File: config.mk
export PLATFORM = sky130hd
export DESIGN_NAME = fhsp_device_flat
export DESIGN_NICKNAME = d
export VERILOG_FILES = /design/src/rtl/fhsp_pkg.sv /design/src/rtl/fhsp_if.sv /design/src/rtl/fhsp_device.sv /design/src/flat_wrapper.sv
export SDC_FILE = /design/constraint.sdc
export NUM_CORES = 1
export LEC_CHECK = 0
export BUFFER_PORTS_ARGS = -buffer_cell sky130_fd_sc_hd__clkbuf_2
export CORE_ASPECT_RATIO = 0.7
export CORE_MARGIN = 5
export CORE_UTILIZATION = 50
export DETAILED_ROUTE_END_ITERATION = 8
export PLACE_DENSITY = 0.69
export SKIP_CTS_REPAIR_TIMING = 1
export SYNTH_ARGS = -nofsm -noshare
export SYNTH_HDL_FRONTEND = slang
export SYNTH_SLANG_ARGS = --single-unit
File: constraint.sdc
create_clock -name clock_i -period 4.51 [get_ports clock_i]
set_clock_uncertainty 0.15 [all_clocks]
set_input_delay 0.451 -clock clock_i [delete_from_list [all_inputs] [get_ports clock_i]]
set_output_delay 0.451 -clock clock_i [all_outputs]
set_load 0.1 [all_outputs]
File: src/rtl/fhsp_pkg.sv
// Constants shared by both ends of the floppy host status port.
// Assumes one 50 MHz clock and an active-high asynchronous reset.
// Overview of operation
// Three ports: data, status, rate select.
// Status readable, rate writable at any time.
// Host touches data only on grant/request.
// Host polls ready, then writes command bytes.
// Status bit 7 grants data port access.
// Bit 6 direction; one means host reads.
// Bit 5 set in polled execution phase.
// Bit 5 separates execution from result.
// Request threshold programmable over 16 bytes.
// Powerdown resets, stops oscillator; reset restarts.
// Wait 1 ms after powerdown before use.
// Timing derives from reference clock by rate.
// Reset gives legacy defaults for extensions.
// Scan commands treated as unsupported.
// Recalibrate issues up to 255 steps.
// Direction low outward, high inward.
// Head load driven when drive needs it.
// Drive ready input gates operations.
// Grant drops after each command byte write.
// Bit 4 busy from command to result end.
// Bits 3..0 seek busy; reads side-effect free.
package fhsp_pkg;
	localparam logic [1:0] FHSP_PORT_STATUS = 2'h0;
	localparam logic [1:0] FHSP_PORT_DATA = 2'h1;
	localparam logic [1:0] FHSP_PORT_RATE = 2'h2;
	localparam logic [1:0] FHSP_REG_CMD = 2'h0;
	localparam logic [1:0] FHSP_REG_STAT = 2'h1;
	localparam logic [1:0] FHSP_REG_RES = 2'h2;
	localparam logic [1:0] FHSP_REG_CFG = 2'h3;
	localparam int FHSP_BIT_GRANT = 7;
	localparam int FHSP_BIT_DIR = 6;
	localparam int FHSP_BIT_POLL = 5;
	localparam int FHSP_BIT_BUSY = 4;
	localparam logic [7:0] FHSP_CMD_SPECIFY = 8'h03;
	localparam logic [7:0] FHSP_CMD_RECAL = 8'h07;
	localparam logic [7:0] FHSP_CMD_SEEK = 8'h0f;
	localparam logic [7:0] FHSP_CMD_READ = 8'h06;
	localparam logic [7:0] FHSP_CMD_CONFIG = 8'h13;
	localparam logic [4:0] FHSP_CMD_SCAN_A = 5'h11;
	localparam logic [4:0] FHSP_CMD_SCAN_B = 5'h19;
	localparam logic [4:0] FHSP_CMD_SCAN_C = 5'h1d;
	localparam logic [7:0] FHSP_ST_INVALID = 8'h80;
	localparam logic [7:0] FHSP_RATE_RESET = 8'h02;
	localparam logic [7:0] FHSP_MAX_STEPS = 8'hff;
	localparam int FHSP_FIFO_DEPTH = 16;
	localparam int FHSP_CLK_HZ = 50000000;
	localparam int FHSP_STABLE_US = 1000;
	localparam int FHSP_STABLE_CYC = FHSP_CLK_HZ / 1000000 * FHSP_STABLE_US;
	localparam int FHSP_STEP_US = 4;
	localparam int FHSP_STEP_CYC = FHSP_CLK_HZ / 1000000 * FHSP_STEP_US;
	localparam int FHSP_RATE_DIV_500K = 100;
	function automatic logic [7:0] fhsp_param_count(input logic [7:0] cmd);
		case (cmd)
		FHSP_CMD_SPECIFY: fhsp_param_count = 8'h02;
		FHSP_CMD_RECAL: fhsp_param_count = 8'h01;
		FHSP_CMD_SEEK: fhsp_param_count = 8'h02;
		FHSP_CMD_READ: fhsp_param_count = 8'h01;
		FHSP_CMD_CONFIG: fhsp_param_count = 8'h01;
		default: fhsp_param_count = 8'h00;
		endcase
	endfunction
endpackage

File: src/rtl/fhsp_if.sv
// Parallel bus between the host end and the controller end.
// Assumes both ends share clock_i.
`timescale 1ns/1ps
`default_nettype none
interface fhsp_if;
	logic [1:0] addr;
	logic [7:0] wdata;
	logic wr;
	logic rd;
	logic [7:0] rdata;
	logic dma_service_req;
	logic dma_ack;
	modport dev(input addr, input wdata, input wr, input rd, input dma_ack,
		output rdata, output dma_service_req);
	modport host(output addr, output wdata, output wr, output rd,
		output dma_ack, input rdata, input dma_service_req);
endinterface
`default_nettype wire

File: src/rtl/fhsp_device.sv
// Controller end: status, data port, rate select, drive pins.
// Assumes the host end keeps to grant and request before data access.
//
// Decided for this implementation: the strobed register port and the address map.
`timescale 1ns/1ps
`default_nettype none
module fhsp_device #(
	parameter int STABLE_CYC = fhsp_pkg::FHSP_STABLE_CYC,
	parameter int DEPTH = fhsp_pkg::FHSP_FIFO_DEPTH
) (
	input wire logic clock_i,
	input wire logic rst_i,
	fhsp_if.dev bus,
	input wire logic drive_ready_i,
	input wire logic track0_i,
	output logic head_load_out_o,
	output logic step_pulse_out_o,
	output logic seek_dir_o,
	output logic osc_enable_o,
	output logic clock_stable_o
);
	import fhsp_pkg::*;
	typedef enum logic [2:0] {
		FHSP_IDLE = 3'b000, FHSP_PARAM = 3'b001, FHSP_EXEC = 3'b011,
		FHSP_RESULT = 3'b010, FHSP_DOWN = 3'b110
	} fhsp_state_t;
	fhsp_state_t state_reg;
	logic rdy_s1_reg, rdy_reg, trk_s1_reg, trk_reg;
	logic [7:0] cmd_reg, left_reg, rate_reg, result_reg, steps_reg;
	logic [3:0] thr_reg;
	logic poll_mode_reg, grant_reg, fifo_en_reg, seeking_reg, tick_seen_reg;
	logic [31:0] stab_reg, step_cnt_reg, rate_cnt_reg;
	logic data_wr, data_rd, rate_tick;
	localparam logic [7:0] FHSP_CMD_POWERDOWN_ALIAS = 8'h17;
	// ------------------------------------------------------------------
	// Synchronisers
	// ------------------------------------------------------------------
	always_ff @(posedge clock_i or posedge rst_i) begin
		if (rst_i) begin
			rdy_s1_reg <= 1'b0;
			rdy_reg <= 1'b0;
			trk_s1_reg <= 1'b0;
			trk_reg <= 1'b0;
		end else begin
			rdy_s1_reg <= drive_ready_i;
			rdy_reg <= rdy_s1_reg;
			trk_s1_reg <= track0_i;
			trk_reg <= trk_s1_reg;
		end
	end
	// ------------------------------------------------------------------
	// Host decode
	// ------------------------------------------------------------------
	assign data_wr = bus.wr && bus.addr == FHSP_PORT_DATA;
	assign data_rd = bus.rd && bus.addr == FHSP_PORT_DATA;
	// Status reads have no side effect so polling can never disturb state.
	always_ff @(posedge clock_i or posedge rst_i) begin
		if (rst_i) begin
			bus.rdata <= 8'h00;
		end else if (bus.rd) begin
			case (bus.addr)
			FHSP_PORT_STATUS: begin
				bus.rdata <= {grant_reg, state_reg == FHSP_RESULT,
					poll_mode_reg && state_reg == FHSP_EXEC,
					state_reg != FHSP_IDLE && state_reg != FHSP_DOWN,
					3'h0, seeking_reg};
			end
			FHSP_PORT_DATA: bus.rdata <= result_reg;
			default: bus.rdata <= 8'h00;
			endcase
		end
	end
	// ------------------------------------------------------------------
	// Rate select and timing
	// ------------------------------------------------------------------
	always_ff @(posedge clock_i or posedge rst_i) begin
		if (rst_i) begin
			rate_reg <= FHSP_RATE_RESET;
		end else if (bus.wr && bus.addr == FHSP_PORT_RATE) begin
			rate_reg <= bus.wdata;
		end
	end
	// Byte clock scaled from the reference by the selected rate.
	always_ff @(posedge clock_i or posedge rst_i) begin
		if (rst_i) begin
			rate_cnt_reg <= 32'h0;
		end else if (rate_tick) begin
			rate_cnt_reg <= 32'h0;
		end else begin
			rate_cnt_reg <= rate_cnt_reg + 32'h1;
		end
	end
	assign rate_tick = rate_cnt_reg >=
		32'(FHSP_RATE_DIV_500K) * {30'h0, rate_reg[1:0]} + 32'(FHSP_RATE_DIV_500K);
	// ------------------------------------------------------------------
	// Command sequencer
	// ------------------------------------------------------------------
	always_ff @(posedge clock_i or posedge rst_i) begin
		if (rst_i) begin
			state_reg <= FHSP_IDLE;
			cmd_reg <= 8'h00;
			left_reg <= 8'h00;
			result_reg <= 8'h00;
			grant_reg <= 1'b0;
			poll_mode_reg <= 1'b0;
			fifo_en_reg <= 1'b0;
			thr_reg <= 4'h0;
			stab_reg <= 32'h0;
			seeking_reg <= 1'b0;
			steps_reg <= 8'h00;
			step_cnt_reg <= 32'h0;
			tick_seen_reg <= 1'b0;
		end else begin
			if (stab_reg < 32'(STABLE_CYC)) begin
				stab_reg <= stab_reg + 32'h1;
			end
			case (state_reg)
			FHSP_IDLE: begin
				grant_reg <= clock_stable_o && !data_wr;
				if (data_wr && grant_reg) begin
					cmd_reg <= bus.wdata;
					left_reg <= fhsp_param_count(bus.wdata);
					if (bus.wdata == FHSP_CMD_POWERDOWN_ALIAS) begin
						state_reg <= FHSP_DOWN;
					end else if (bus.wdata[4:0] == FHSP_CMD_SCAN_A ||
						bus.wdata[4:0] == FHSP_CMD_SCAN_B ||
						bus.wdata[4:0] == FHSP_CMD_SCAN_C ||
						fhsp_param_count(bus.wdata) == 8'h00) begin
						result_reg <= FHSP_ST_INVALID;
						state_reg <= FHSP_RESULT;
					end else begin
						state_reg <= FHSP_PARAM;
					end
				end
			end
			FHSP_PARAM: begin
				grant_reg <= !data_wr && left_reg != 8'h00;
				if (data_wr && grant_reg) begin
					left_reg <= left_reg - 8'h01;
					if (cmd_reg == FHSP_CMD_SPECIFY && left_reg == 8'h01) begin
						poll_mode_reg <= bus.wdata[0];
					end
					if (cmd_reg == FHSP_CMD_CONFIG) begin
						fifo_en_reg <= bus.wdata[4];
						thr_reg <= bus.wdata[3:0];
					end
					if (left_reg == 8'h01) begin
						state_reg <= FHSP_EXEC;
						tick_seen_reg <= 1'b0;
						if (cmd_reg == FHSP_CMD_RECAL) begin
							seeking_reg <= rdy_reg;
							steps_reg <= FHSP_MAX_STEPS;
						end
						if (cmd_reg == FHSP_CMD_SEEK) begin
							seeking_reg <= rdy_reg;
							steps_reg <= bus.wdata;
						end
					end
				end
			end
			FHSP_EXEC: begin
				grant_reg <= 1'b0;
				if (seeking_reg) begin
					step_cnt_reg <= step_cnt_reg + 32'h1;
					if (step_cnt_reg == 32'(2 * FHSP_STEP_CYC - 1)) begin
						step_cnt_reg <= 32'h0;
						steps_reg <= steps_reg - 8'h01;
						if (steps_reg == 8'h01 ||
							(cmd_reg == FHSP_CMD_RECAL && trk_reg)) begin
							seeking_reg <= 1'b0;
							state_reg <= FHSP_IDLE;
						end
					end
				end else if (cmd_reg == FHSP_CMD_READ) begin
					// A full byte time in execution lets polling see bit 5.
					if (rate_tick && tick_seen_reg) begin
						result_reg <= {fifo_en_reg, 3'h0, thr_reg};
						state_reg <= FHSP_RESULT;
					end else if (rate_tick) begin
						tick_seen_reg <= 1'b1;
					end
				end else if (cmd_reg == FHSP_CMD_RECAL || cmd_reg == FHSP_CMD_SEEK) begin
					state_reg <= FHSP_IDLE;
				end else begin
					state_reg <= FHSP_IDLE;
				end
			end
			FHSP_RESULT: begin
				grant_reg <= !data_rd;
				if (data_rd && grant_reg) begin
					state_reg <= FHSP_IDLE;
				end
			end
			FHSP_DOWN: begin
				grant_reg <= 1'b0;
				// The oscillator is off, so the settling wait starts over.
				stab_reg <= 32'h0;
			end
			default: state_reg <= FHSP_IDLE;
			endcase
		end
	end
	// ------------------------------------------------------------------
	// Drive pins and oscillator
	// ------------------------------------------------------------------
	assign step_pulse_out_o = seeking_reg && step_cnt_reg < 32'(FHSP_STEP_CYC);
	// Recalibrate always heads outward; a seek is taken as inward.
	assign seek_dir_o = cmd_reg != FHSP_CMD_RECAL;
	assign head_load_out_o = state_reg == FHSP_EXEC && rdy_reg;
	// Only an external reset leaves powerdown, which also restarts the wait.
	assign osc_enable_o = state_reg != FHSP_DOWN;
	assign clock_stable_o = stab_reg >= 32'(STABLE_CYC);
	assign bus.dma_service_req = state_reg == FHSP_EXEC && !poll_mode_reg &&
		cmd_reg == FHSP_CMD_READ && rate_tick && tick_seen_reg;
	logic unused_ack;
	assign unused_ack = bus.dma_ack;
endmodule
`default_nettype wire

File: src/flat_wrapper.sv
// flat-port wrapper written by rule: the top's interface ports become plain ports
module fhsp_device_flat import fhsp_pkg::*;
#(
	parameter int STABLE_CYC = fhsp_pkg::FHSP_STABLE_CYC,
	parameter int DEPTH = fhsp_pkg::FHSP_FIFO_DEPTH
)
  (clock_i, rst_i, drive_ready_i, track0_i, head_load_out_o, step_pulse_out_o, seek_dir_o, osc_enable_o, clock_stable_o, bus_addr, bus_wdata, bus_wr, bus_rd, bus_dma_ack, bus_rdata, bus_dma_service_req);
  fhsp_if bus_i ();
  input wire logic clock_i;
  input wire logic rst_i;
  input wire logic drive_ready_i;
  input wire logic track0_i;
  output logic head_load_out_o;
  output logic step_pulse_out_o;
  output logic seek_dir_o;
  output logic osc_enable_o;
  output logic clock_stable_o;
  input wire logic [$bits(bus_i.addr)-1:0] bus_addr;
  input wire logic [$bits(bus_i.wdata)-1:0] bus_wdata;
  input wire logic [$bits(bus_i.wr)-1:0] bus_wr;
  input wire logic [$bits(bus_i.rd)-1:0] bus_rd;
  input wire logic [$bits(bus_i.dma_ack)-1:0] bus_dma_ack;
  output wire logic [$bits(bus_i.rdata)-1:0] bus_rdata;
  output wire logic [$bits(bus_i.dma_service_req)-1:0] bus_dma_service_req;
  assign bus_i.addr = bus_addr;
  assign bus_i.wdata = bus_wdata;
  assign bus_i.wr = bus_wr;
  assign bus_i.rd = bus_rd;
  assign bus_i.dma_ack = bus_dma_ack;
  assign bus_rdata = bus_i.rdata;
  assign bus_dma_service_req = bus_i.dma_service_req;
  fhsp_device #(.STABLE_CYC(STABLE_CYC), .DEPTH(DEPTH)) u_core (.clock_i(clock_i), .rst_i(rst_i), .bus(bus_i), .drive_ready_i(drive_ready_i), .track0_i(track0_i), .head_load_out_o(head_load_out_o), .step_pulse_out_o(step_pulse_out_o), .seek_dir_o(seek_dir_o), .osc_enable_o(osc_enable_o), .clock_stable_o(clock_stable_o));
endmodule
Word level (Yosys, flattened, before mapping)

Index checks and enable logic that the tools add are counted.

Register bits after elaboration: 154
Input bits: 17
Output and inout port bits: 14
Word-level logic and storage cells: 176

$add $sub $neg: 6
Multipliers: 1
Order comparisons: 4
Equal/unequal tests: 42
Mux-type cells: 54
Bitwise logic cells: 1
Reduce and logical (&&, ||, !) cells: 48

Operator list:

| kind                                                                                  | number |
|---|---|
| 8-bit 2-to-1 mux                                                                      | 17 |
| 32-bit 2-to-1 mux                                                                     | 4 |
| 32-bit by 1-bit adder with 32-bit output, second input constant                       | 3 |
| 8-bit one-hot mux with 2 select lines                                                 | 4 |
| 32-bit by 9-bit equality test with 1-bit output, second input constant                | 1 |
| 8-bit by 3-bit equality test with 1-bit output, second input constant                 | 4 |
| 32-bit by 16-bit greater-or-equal comparator with 1-bit output, second input constant | 1 |
| 32-bit greater-or-equal comparator                                                    | 1 |
| 32-bit by 16-bit less-than comparator with 1-bit output, second input constant        | 1 |
| 32-bit by 8-bit less-than comparator with 1-bit output, second input constant         | 1 |
| 3-bit 2-to-1 mux                                                                      | 10 |
| 8-bit by 5-bit equality test with 1-bit output, second input constant                 | 3 |
| 1-bit logical AND                                                                     | 18 |
| 2-bit by 1-bit inequality test with 1-bit output, second input constant               | 9 |
| 8-bit by 1-bit equality test with 1-bit output, second input constant                 | 2 |
| 8-bit by 2-bit equality test with 1-bit output, second input constant                 | 2 |
| 8-bit by 4-bit equality test with 1-bit output, second input constant                 | 2 |
| 8-bit by 1-bit subtractor with 8-bit output, second input constant                    | 2 |
| 5-bit equality test, second input constant                                            | 3 |
| 3-bit one-hot mux with 5 select lines                                                 | 1 |
| 7-bit AND reduction                                                                   | 2 |
| 1-bit 2-to-1 mux                                                                      | 13 |
| 9-bit by 7-bit adder with 10-bit output, second input constant                        | 1 |
| 3-bit inequality test, second input constant                                          | 3 |
| 31 further kinds                                                                      | 48 |

Logic depth before layout (Yosys ltp)

Gate-level depths: netlist of run 1.

Depth in word-level cells: 12
Gate-level depth with buffers: 10
Gate-level depth less buffers: 10

Worst setup path before layout of run 1

No wires, ideal clock.

Path type: flip-flop to output port
Start: register u_core.rate_reg[1]
End: output port bus_dma_service_req
Arrival time: 3.917 ns
Data required time: 3.909 ns
Setup slack: -0.008 ns
Stages on the path, launching flop included: 10
Cell sequence: dfstp_2 inv_1 ha_1 xor2_1 ha_1 and3_1 o311ai_0 a21oi_1 o31ai_1 nor3_1

Longest elaborated chain between the ends: 5

Ends and longest elaborated chain:

| item                                        | RTL line           | RTL |
|---|---|---|
| from (decl)                                 | fhsp_device.sv:29  | `logic [7:0] cmd_reg, left_reg, rate_reg, result_reg, steps_reg;` |
| from (signal assigned)                      | fhsp_device.sv:80  | `rate_reg <= bus.wdata;` |
| 5-bit by 2-bit multiplier with 7-bit output | fhsp_device.sv:94  | `32'(FHSP_RATE_DIV_500K) * {30'h0, rate_reg[1:0]} + 32'(FHSP_RATE_DIV_500K);` |
| 9-bit by 7-bit adder with 10-bit output     | fhsp_device.sv:94  |  |
| 32-bit greater-or-equal comparator          | fhsp_device.sv:93  | `assign rate_tick = rate_cnt_reg >=` |
| 1-bit logical AND (2 in series)             | fhsp_device.sv:214 | `cmd_reg == FHSP_CMD_READ && rate_tick && tick_seen_reg;` |
| to (decl)                                   | flat_wrapper.sv:24 | `output wire logic [$bits(bus_i.dma_service_req)-1:0] bus_dma_service_req;` |

Every way passes these cells.

Final worst setup path of run 1

Same ends and word-level chain as after synthesis.

==> out/summary.txt, run 1 <==
Result of the run = finished, final reports clean
Maximum number of pins on one net before global-route repair = 152
Port-buffer cells = 29
Critical path class = register to output port
Count of final hold-check violations = 0
Remaining max-slew budget at the tightest pin = 47.8%
Count of distinct cell types in the synthesized netlist = 62
Cell Chain, Critical Path = inv_1 > ha_1 > xor2_1 > ha_1 > a21o_1 > a221oi_1 > a21oi_1 > o31ai_1 > nor3_2 > clkbuf_2
Std-Cell Rows = 36
First-pass GRT wire length = 25.0 mm
TritonRoute pass-1 iters = 5
Kind of end point of the critical path = output port
Required time at the endpoint of the critical path = 3.91 ns
Post-route ant nets = 0
TritonCTS clock tree = yes
Via Count = 5095
Boundary Pins = 31
Leakage power figure = 3.61 nW
Number of H-tree levels = 4
Slowest cell on the critical path = dfstp_2
Clk Latency, worst-skew pair = 0.42 ns
Signal arrival time at the worst endpoint = 3.44 ns
Period Utilization, post-route = 89.6%
Overall track demand over capacity in global routing = 18.4%
Worst vdd ir = 0.257 mV
Post-synth EDFFs = 0
Library cell used as clock root buffer = clkbuf_16
Overall die area = 16800 um2
Remaining global-route overflow = 0
Starting utilization of the core area = 51.2%
RePlAce Congestion = 0.829
Cell area after technology mapping = 7150 um2
Initial antenna violation count = 0
Number of setup violations in the final report = 0
Clock edge transition at the registers on the reported setup and hold paths = 0.06 ns
Total half-perimeter wirelength after legalization and detailed placement = 10.1 mm
Clock tree buffer depth = 2
Mean Syn Cell Area = 10.4 um2
Wire length reported by the detailed router = 14.4 mm
Crit-path max FO = 4
Asr flop ratio synth = 100%
Core footprint = 14000 um2
Antenna diode count = 0
Total CTS buffers = 17
Final setup margin = 0.467 ns
RSZ-0062 raised after global routing = no
Warnings, synthesis = 0
Prevailing post-synth register cell = dfrtp_1
Sequential share of the synthesized area = 52.9%
Max Cap Violations = 0
Pwr Density = 408 nW/um2
Area added between synthesis and finish = 13.2%
DRC = 0
Number of nets in the layout = 777
Setup TNS Final = 0 ns
Final Max Slew Viols = 0
Share of post-route cells with drive strength above 1 = 12.1%
Height of the chip = 110 um
Vias per cell = 5.43
Number of global-route vias before repair = 5124
Flip-flop and latch count after synthesis = 151
Gate Count Post-Synth = 688
Initial detailed-routing violation count = 340
Time the final worst path needs with I/O delays and setup = 4.04 ns
Post-placement worst setup slack = 0.863 ns
Critical path's most frequent cell = ha_1
Highest Clock Rate = 247 MHz
Tightest Pin Transition = 0.783 ns
Routed wire length per instance = 15.3 um
Worst setup SP type = register
DIE WIDTH = 153 um
Type of the tightest min-delay check = primary input to asynchronous set/reset pin
Largest stage delay on the critical path = 0.56 ns
Number of clock sinks seen by CTS = 151
==> through the flow <==
| stage | util (%) | instance area (um2) | power [mW] | hold WS (ns) | std cells |
|---|---|---|---|---|---|
| global route | 58.0 | 8090 | 3.47 | 0.153 | 939 |
| finish | 58.0 | 8090 | 3.30 | 0.101 | 939 |
| global placement | 54.0 | 7540 | 1.99 | 0.183 | 907 |
| detailed placement | 54.0 | 7540 | 2.02 | 0.192 | 907 |
| CTS | 57.8 | 8070 | 3.33 | -0.0149 | 937 |
| floorplan | - | 7230 | 1.91 | 0.181 | 708 |
==> cells in the mapped netlist (all sizes together), types with 3 or more instances <==
master,n,share of area [%]
nor2b,5,0.44
mux2,16,2.5
dfrtp,150,53
and3,10,0.88
nor3b,4,0.42
o31ai,5,0.53
ha,22,3.9
nand2,52,2.7
nand3,34,2.4
mux2i,3,0.42
inv,39,2.0
nand2b,9,0.79
o311ai,3,0.37
and2,25,2.2
o2bb2ai,6,0.74
a31oi,3,0.26
a21oi,26,1.8
nand3b,4,0.42
o21ai,29,2.0
or3,9,0.79
nor3,22,1.6
clkbuf,13,0.70
nor4,22,2.9
a22o,3,0.37
nor2,63,3.4
xor2,16,2.0
nor4b,3,0.46
nand4,15,1.3
buf,8,0.68
xnor2,40,4.9
==> per-layer routing <==
metal	global-route usage, %	up-vias	share of wire, %
met5	0	-	0
li1	-	2462	-
met2	28.8	100	45
met1	26.1	2512	49
met3	4.37	21	4.7
met4	5.47	0	1.4
==> worst max-delay path, delay by kind of cell, from the launching register on <==
family	cells	cell delay, ns
fa+ha+maj	2	0.60
buf+inv	2	0.45
flops	1	0.56
compound gates	4	1.15
xor+xnor	1	0.16
simple gates	1	0.11
==> cells by family after synthesis <==
family / Yosys count / share of synthesized area, %
and+or+nand+nor: 285 / 21.7
DFF: 151 / 52.9
other: 1 / 0.0525
buffers and inverters: 60 / 3.43
AOI/OAI and AO/OA: 94 / 8.31
adders and majority gates: 22 / 3.85
xor gates and xnor gates: 56 / 6.86
muxes: 19 / 2.94
==> cell usage in the layout, fill, tap and decap left out, types with 6 or more instances in the layout <==
| cell | instances |
|---|---|
| nand2_1 | 52 |
| clkinvlp_4 | 6 |
| and3_1 | 10 |
| dfrtp_1 | 150 |
| xnor2_1 | 40 |
| mux2_2 | 16 |
| and2_1 | 24 |
| nand4_1 | 15 |
| conb_1 | 21 |
| or3_1 | 9 |
| nand3_1 | 34 |
| ha_1 | 22 |
| a21oi_1 | 26 |
| o21ai_0 | 29 |
| nor4_1 | 17 |
| nor3_1 | 20 |
| clkbuf_16 | 17 |
| nor2_1 | 62 |
| xor2_1 | 16 |
| nand2b_1 | 9 |
| o2bb2ai_1 | 6 |
| clkbuf_2 | 29 |
| inv_1 | 38 |
==> final cells by class <==
type	count	area, um2
Fill cell	1218	5870
Sequential cell	151	3780
Multi-Input combinational cell	497	3200
Clock buffer	19	433
Tap cell	190	238
Timing Repair Buffer	32	185
Inverter	39	150
Clock inverter	11	104
==> worst paths after layout <==
check | slack (ns) | from | depth (start not counted) | end
worst max-delay path | 0.47 | u_core.rate_reg[1]$_DFFE_PP1P_ | 10 | bus_dma_service_req
worst min-delay path | 0.10 | rst_i | 3 | u_core.bus.rdata[6]$_DFFE_PP0P_
worst min register to register | 0.20 | u_core.trk_s1_reg$_DFF_PP0_ | 0 | u_core.trk_reg$_DFF_PP0_
max in group asynchronous | 3.52 | rst_i | 3 | u_core.rate_cnt_reg[14]$_DFF_PP0_
min in group clock_i | 0.15 | bus_wdata[5] | 2 | u_core.cmd_reg[5]$_DFFE_PP0P_
worst max register to register | 1.25 | u_core.rate_reg[1]$_DFFE_PP1P_ | 10 | u_core.result_reg[7]$_DFFE_PP0P_
==> where the power goes <==
| part | switching (mW) | leakage (nW) | internal (mW) |
|---|---|---|---|
| clock | 0.546 | 0.248 | 0.754 |
| sequential | 0.109 | 1.98 | 1.47 |
| combinational | 0.270 | 1.38 | 0.153 |
Note: power is estimated with default switching activity, not from simulation.
==> inputs of run 2 (changes only) <==
--- a/config.mk
+++ b/config.mk
@@ -7,10 +7,11 @@
 export LEC_CHECK = 0
 export BUFFER_PORTS_ARGS = -buffer_cell sky130_fd_sc_hd__clkbuf_2
 export CORE_ASPECT_RATIO = 0.7
-export CORE_MARGIN = 5
+export CORE_MARGIN = 2
 export CORE_UTILIZATION = 50
 export DETAILED_ROUTE_END_ITERATION = 8
 export PLACE_DENSITY = 0.69
+export RECOVER_POWER = 25
 export SKIP_CTS_REPAIR_TIMING = 1
 export SYNTH_ARGS = -nofsm -noshare
 export SYNTH_HDL_FRONTEND = slang
==> out/summary.txt, run 2 (synthesized netlist as in run 1, its figures left out) <==
Top library cells by usage in the layout, fill and taps aside = dfrtp_1 (150), nor2_1 (62), nand2_1 (52)
Placed cell areas = 7540 um2
Area of all placed cells without fillers = 8160 um2
Total power draw = 3.49 mW
Launch instance of the worst register-to-register path = u_core.rate_reg[0]$_DFFE_PP0P_
Final Max Slew Viols = 152
DRC = 0
Maximum number of pins on one net before global-route repair = 152
Tightest Pin Transition = 3.58 ns
Port-buffer cells = 29
Worst R2R Setup Slack = 1.13 ns
Leakage power figure = 3.65 nW
Remaining global-route overflow = 0
Hold Path Stages = 2
Overall track demand over capacity in global routing = 20.0%
Initial detailed-routing violation count = 394
Count of final hold-check violations = 0
Path depth of the worst reg2reg path = 10
TritonCTS clock tree = yes
Total CTS buffers = 17
Via Count = 5105
Library cell used as clock root buffer = clkbuf_16
Area added between synthesis and finish = 14.2%
Max Cap Violations = 1
Setup TNS Final = 0 ns
Worst setup SP type = register
Core footprint = 14000 um2
Worst vdd ir = 0.269 mV
Violated checks = capacitance limit, slew limit
Number of setup violations in the final report = 0
Type of the tightest min-delay check = primary input to register
Clk Latency, worst-skew pair = 0.42 ns
DIE WIDTH = 147 um
Utilization after layout = 58.4%
RSZ-0062 raised after global routing = no
Leading cell type in the layout, fill and taps excluded = dfrtp_1
Post-route ant nets = 0
First-pass GRT wire length = 24.4 mm
Critical path class = register to output port
RePlAce Congestion = 0.813
Boundary Pins = 31
Fillcell total = 1176
Number of H-tree levels = 4
Signal arrival time at the worst endpoint = 3.54 ns
R2R Path End = u_core.result_reg[7]$_DFFE_PP0P_
Required time at the endpoint of the critical path = 3.91 ns
Kind of end point of the critical path = output port
Height of the chip = 104 um
Crit-path max FO = 5
Routed wire length per instance = 15.3 um
Storage element area = 3780 um2
Antenna diode count = 0
Period Utilization, post-route = 91.8%
Share of post-route cells with drive strength above 1 = 12.4%
Clock edge transition at the registers on the reported setup and hold paths = 0.06 ns
TritonRoute pass-1 iters = 5
Remaining max-slew budget at the tightest pin = -138%
Clock tree buffer depth = 2
Overall die area = 15300 um2
Min-delay src = bus_wdata[5]
Total half-perimeter wirelength after legalization and detailed placement = 10.0 mm
Std-Cell Rows = 36
Area of the multi-input gates = 3200 um2
Initial antenna violation count = 0
Number of global-route vias before repair = 5008
Starting utilization of the core area = 51.2%
Highest Clock Rate = 241 MHz
Number of nets in the layout = 777
Number of clock sinks seen by CTS = 151
Result of the run = complete, but fails checks
Time the final worst path needs with I/O delays and setup = 4.14 ns
Vias per cell = 5.43
Pwr Density = 427 nW/um2
Capture endpoint of the worst hold path = u_core.cmd_reg[5]$_DFFE_PP0P_
Wire length reported by the detailed router = 14.4 mm
==> run 2: cell count changes in the layout (fill, tap and decap cells not counted), sizes merged <==
cell / previous run / this run
buf: 1 / 0
clkbuf: 48 / 49
bufinv: 1 / 4
clkinv: 3 / 5
inv: 40 / 38
clkinvlp: 6 / 5
==> run 2: cell type report <==
type,count,share of cell area [%]
sequential,151,46.3
multi-input combinational,497,39.2
clock buffer,19,5.43
tap,190,2.91
clock inverter,13,2.19
timing repair buffer,32,2.07
inverter,39,1.84
==> run 2: per-stage QoR <==
step,worst slack [ns],instances,hold slack [ns]
finish,0.368,941,0.159
global route,0.0864,941,0.148
CTS,0.318,939,-0.0306
detailed placement,0.860,907,0.185
global placement,0.956,907,0.184
floorplan,0.852,708,0.181
==> run 2: worst max-delay path by stage <==
stage,cells after the start,startpoint,slack [ns],to
after CTS,10,u_core.rate_reg[0]$_DFFE_PP0P_,0.32,bus_dma_service_req
final,10,u_core.rate_reg[0]$_DFFE_PP0P_,0.37,bus_dma_service_req
after global placement,10,u_core.rate_reg[1]$_DFFE_PP1P_,0.96,bus_dma_service_req
after floorplan,9,u_core.rate_reg[1]$_DFFE_PP1P_,0.85,bus_dma_service_req
after detailed placement,10,u_core.rate_reg[0]$_DFFE_PP0P_,0.86,bus_dma_service_req
after global routing,3,rst_i,0.09,u_core.rdy_s1_reg$_DFF_PP0_
==> run 2: worst max-delay path: stages (launching register included) <==
cell and delay (ns):
dfrtp_1 0.44, inv_1 0.14, ha_1 0.34, xor2_1 0.16
ha_1 0.29, a21o_1 0.18, a221oi_1 0.30, a21oi_1 0.12
o31ai_1 0.63, nor3_2 0.11, clkbuf_2 0.40
==> run 2: layer usage <==
layer	vias up	track usage, %	part of all wire (%)
li1	2462	-	-
met1	2496	28.9	49
met2	124	29.8	45
met3	23	4.17	4.9
met4	0	7.76	1.4
met5	-	0	0
==> run 2: power by group <==
part | total, mW | switching, mW | internal, mW
sequential | 1.58 | 0.110 | 1.47
combinational | 0.422 | 0.272 | 0.151
clock | 1.48 | 0.548 | 0.936
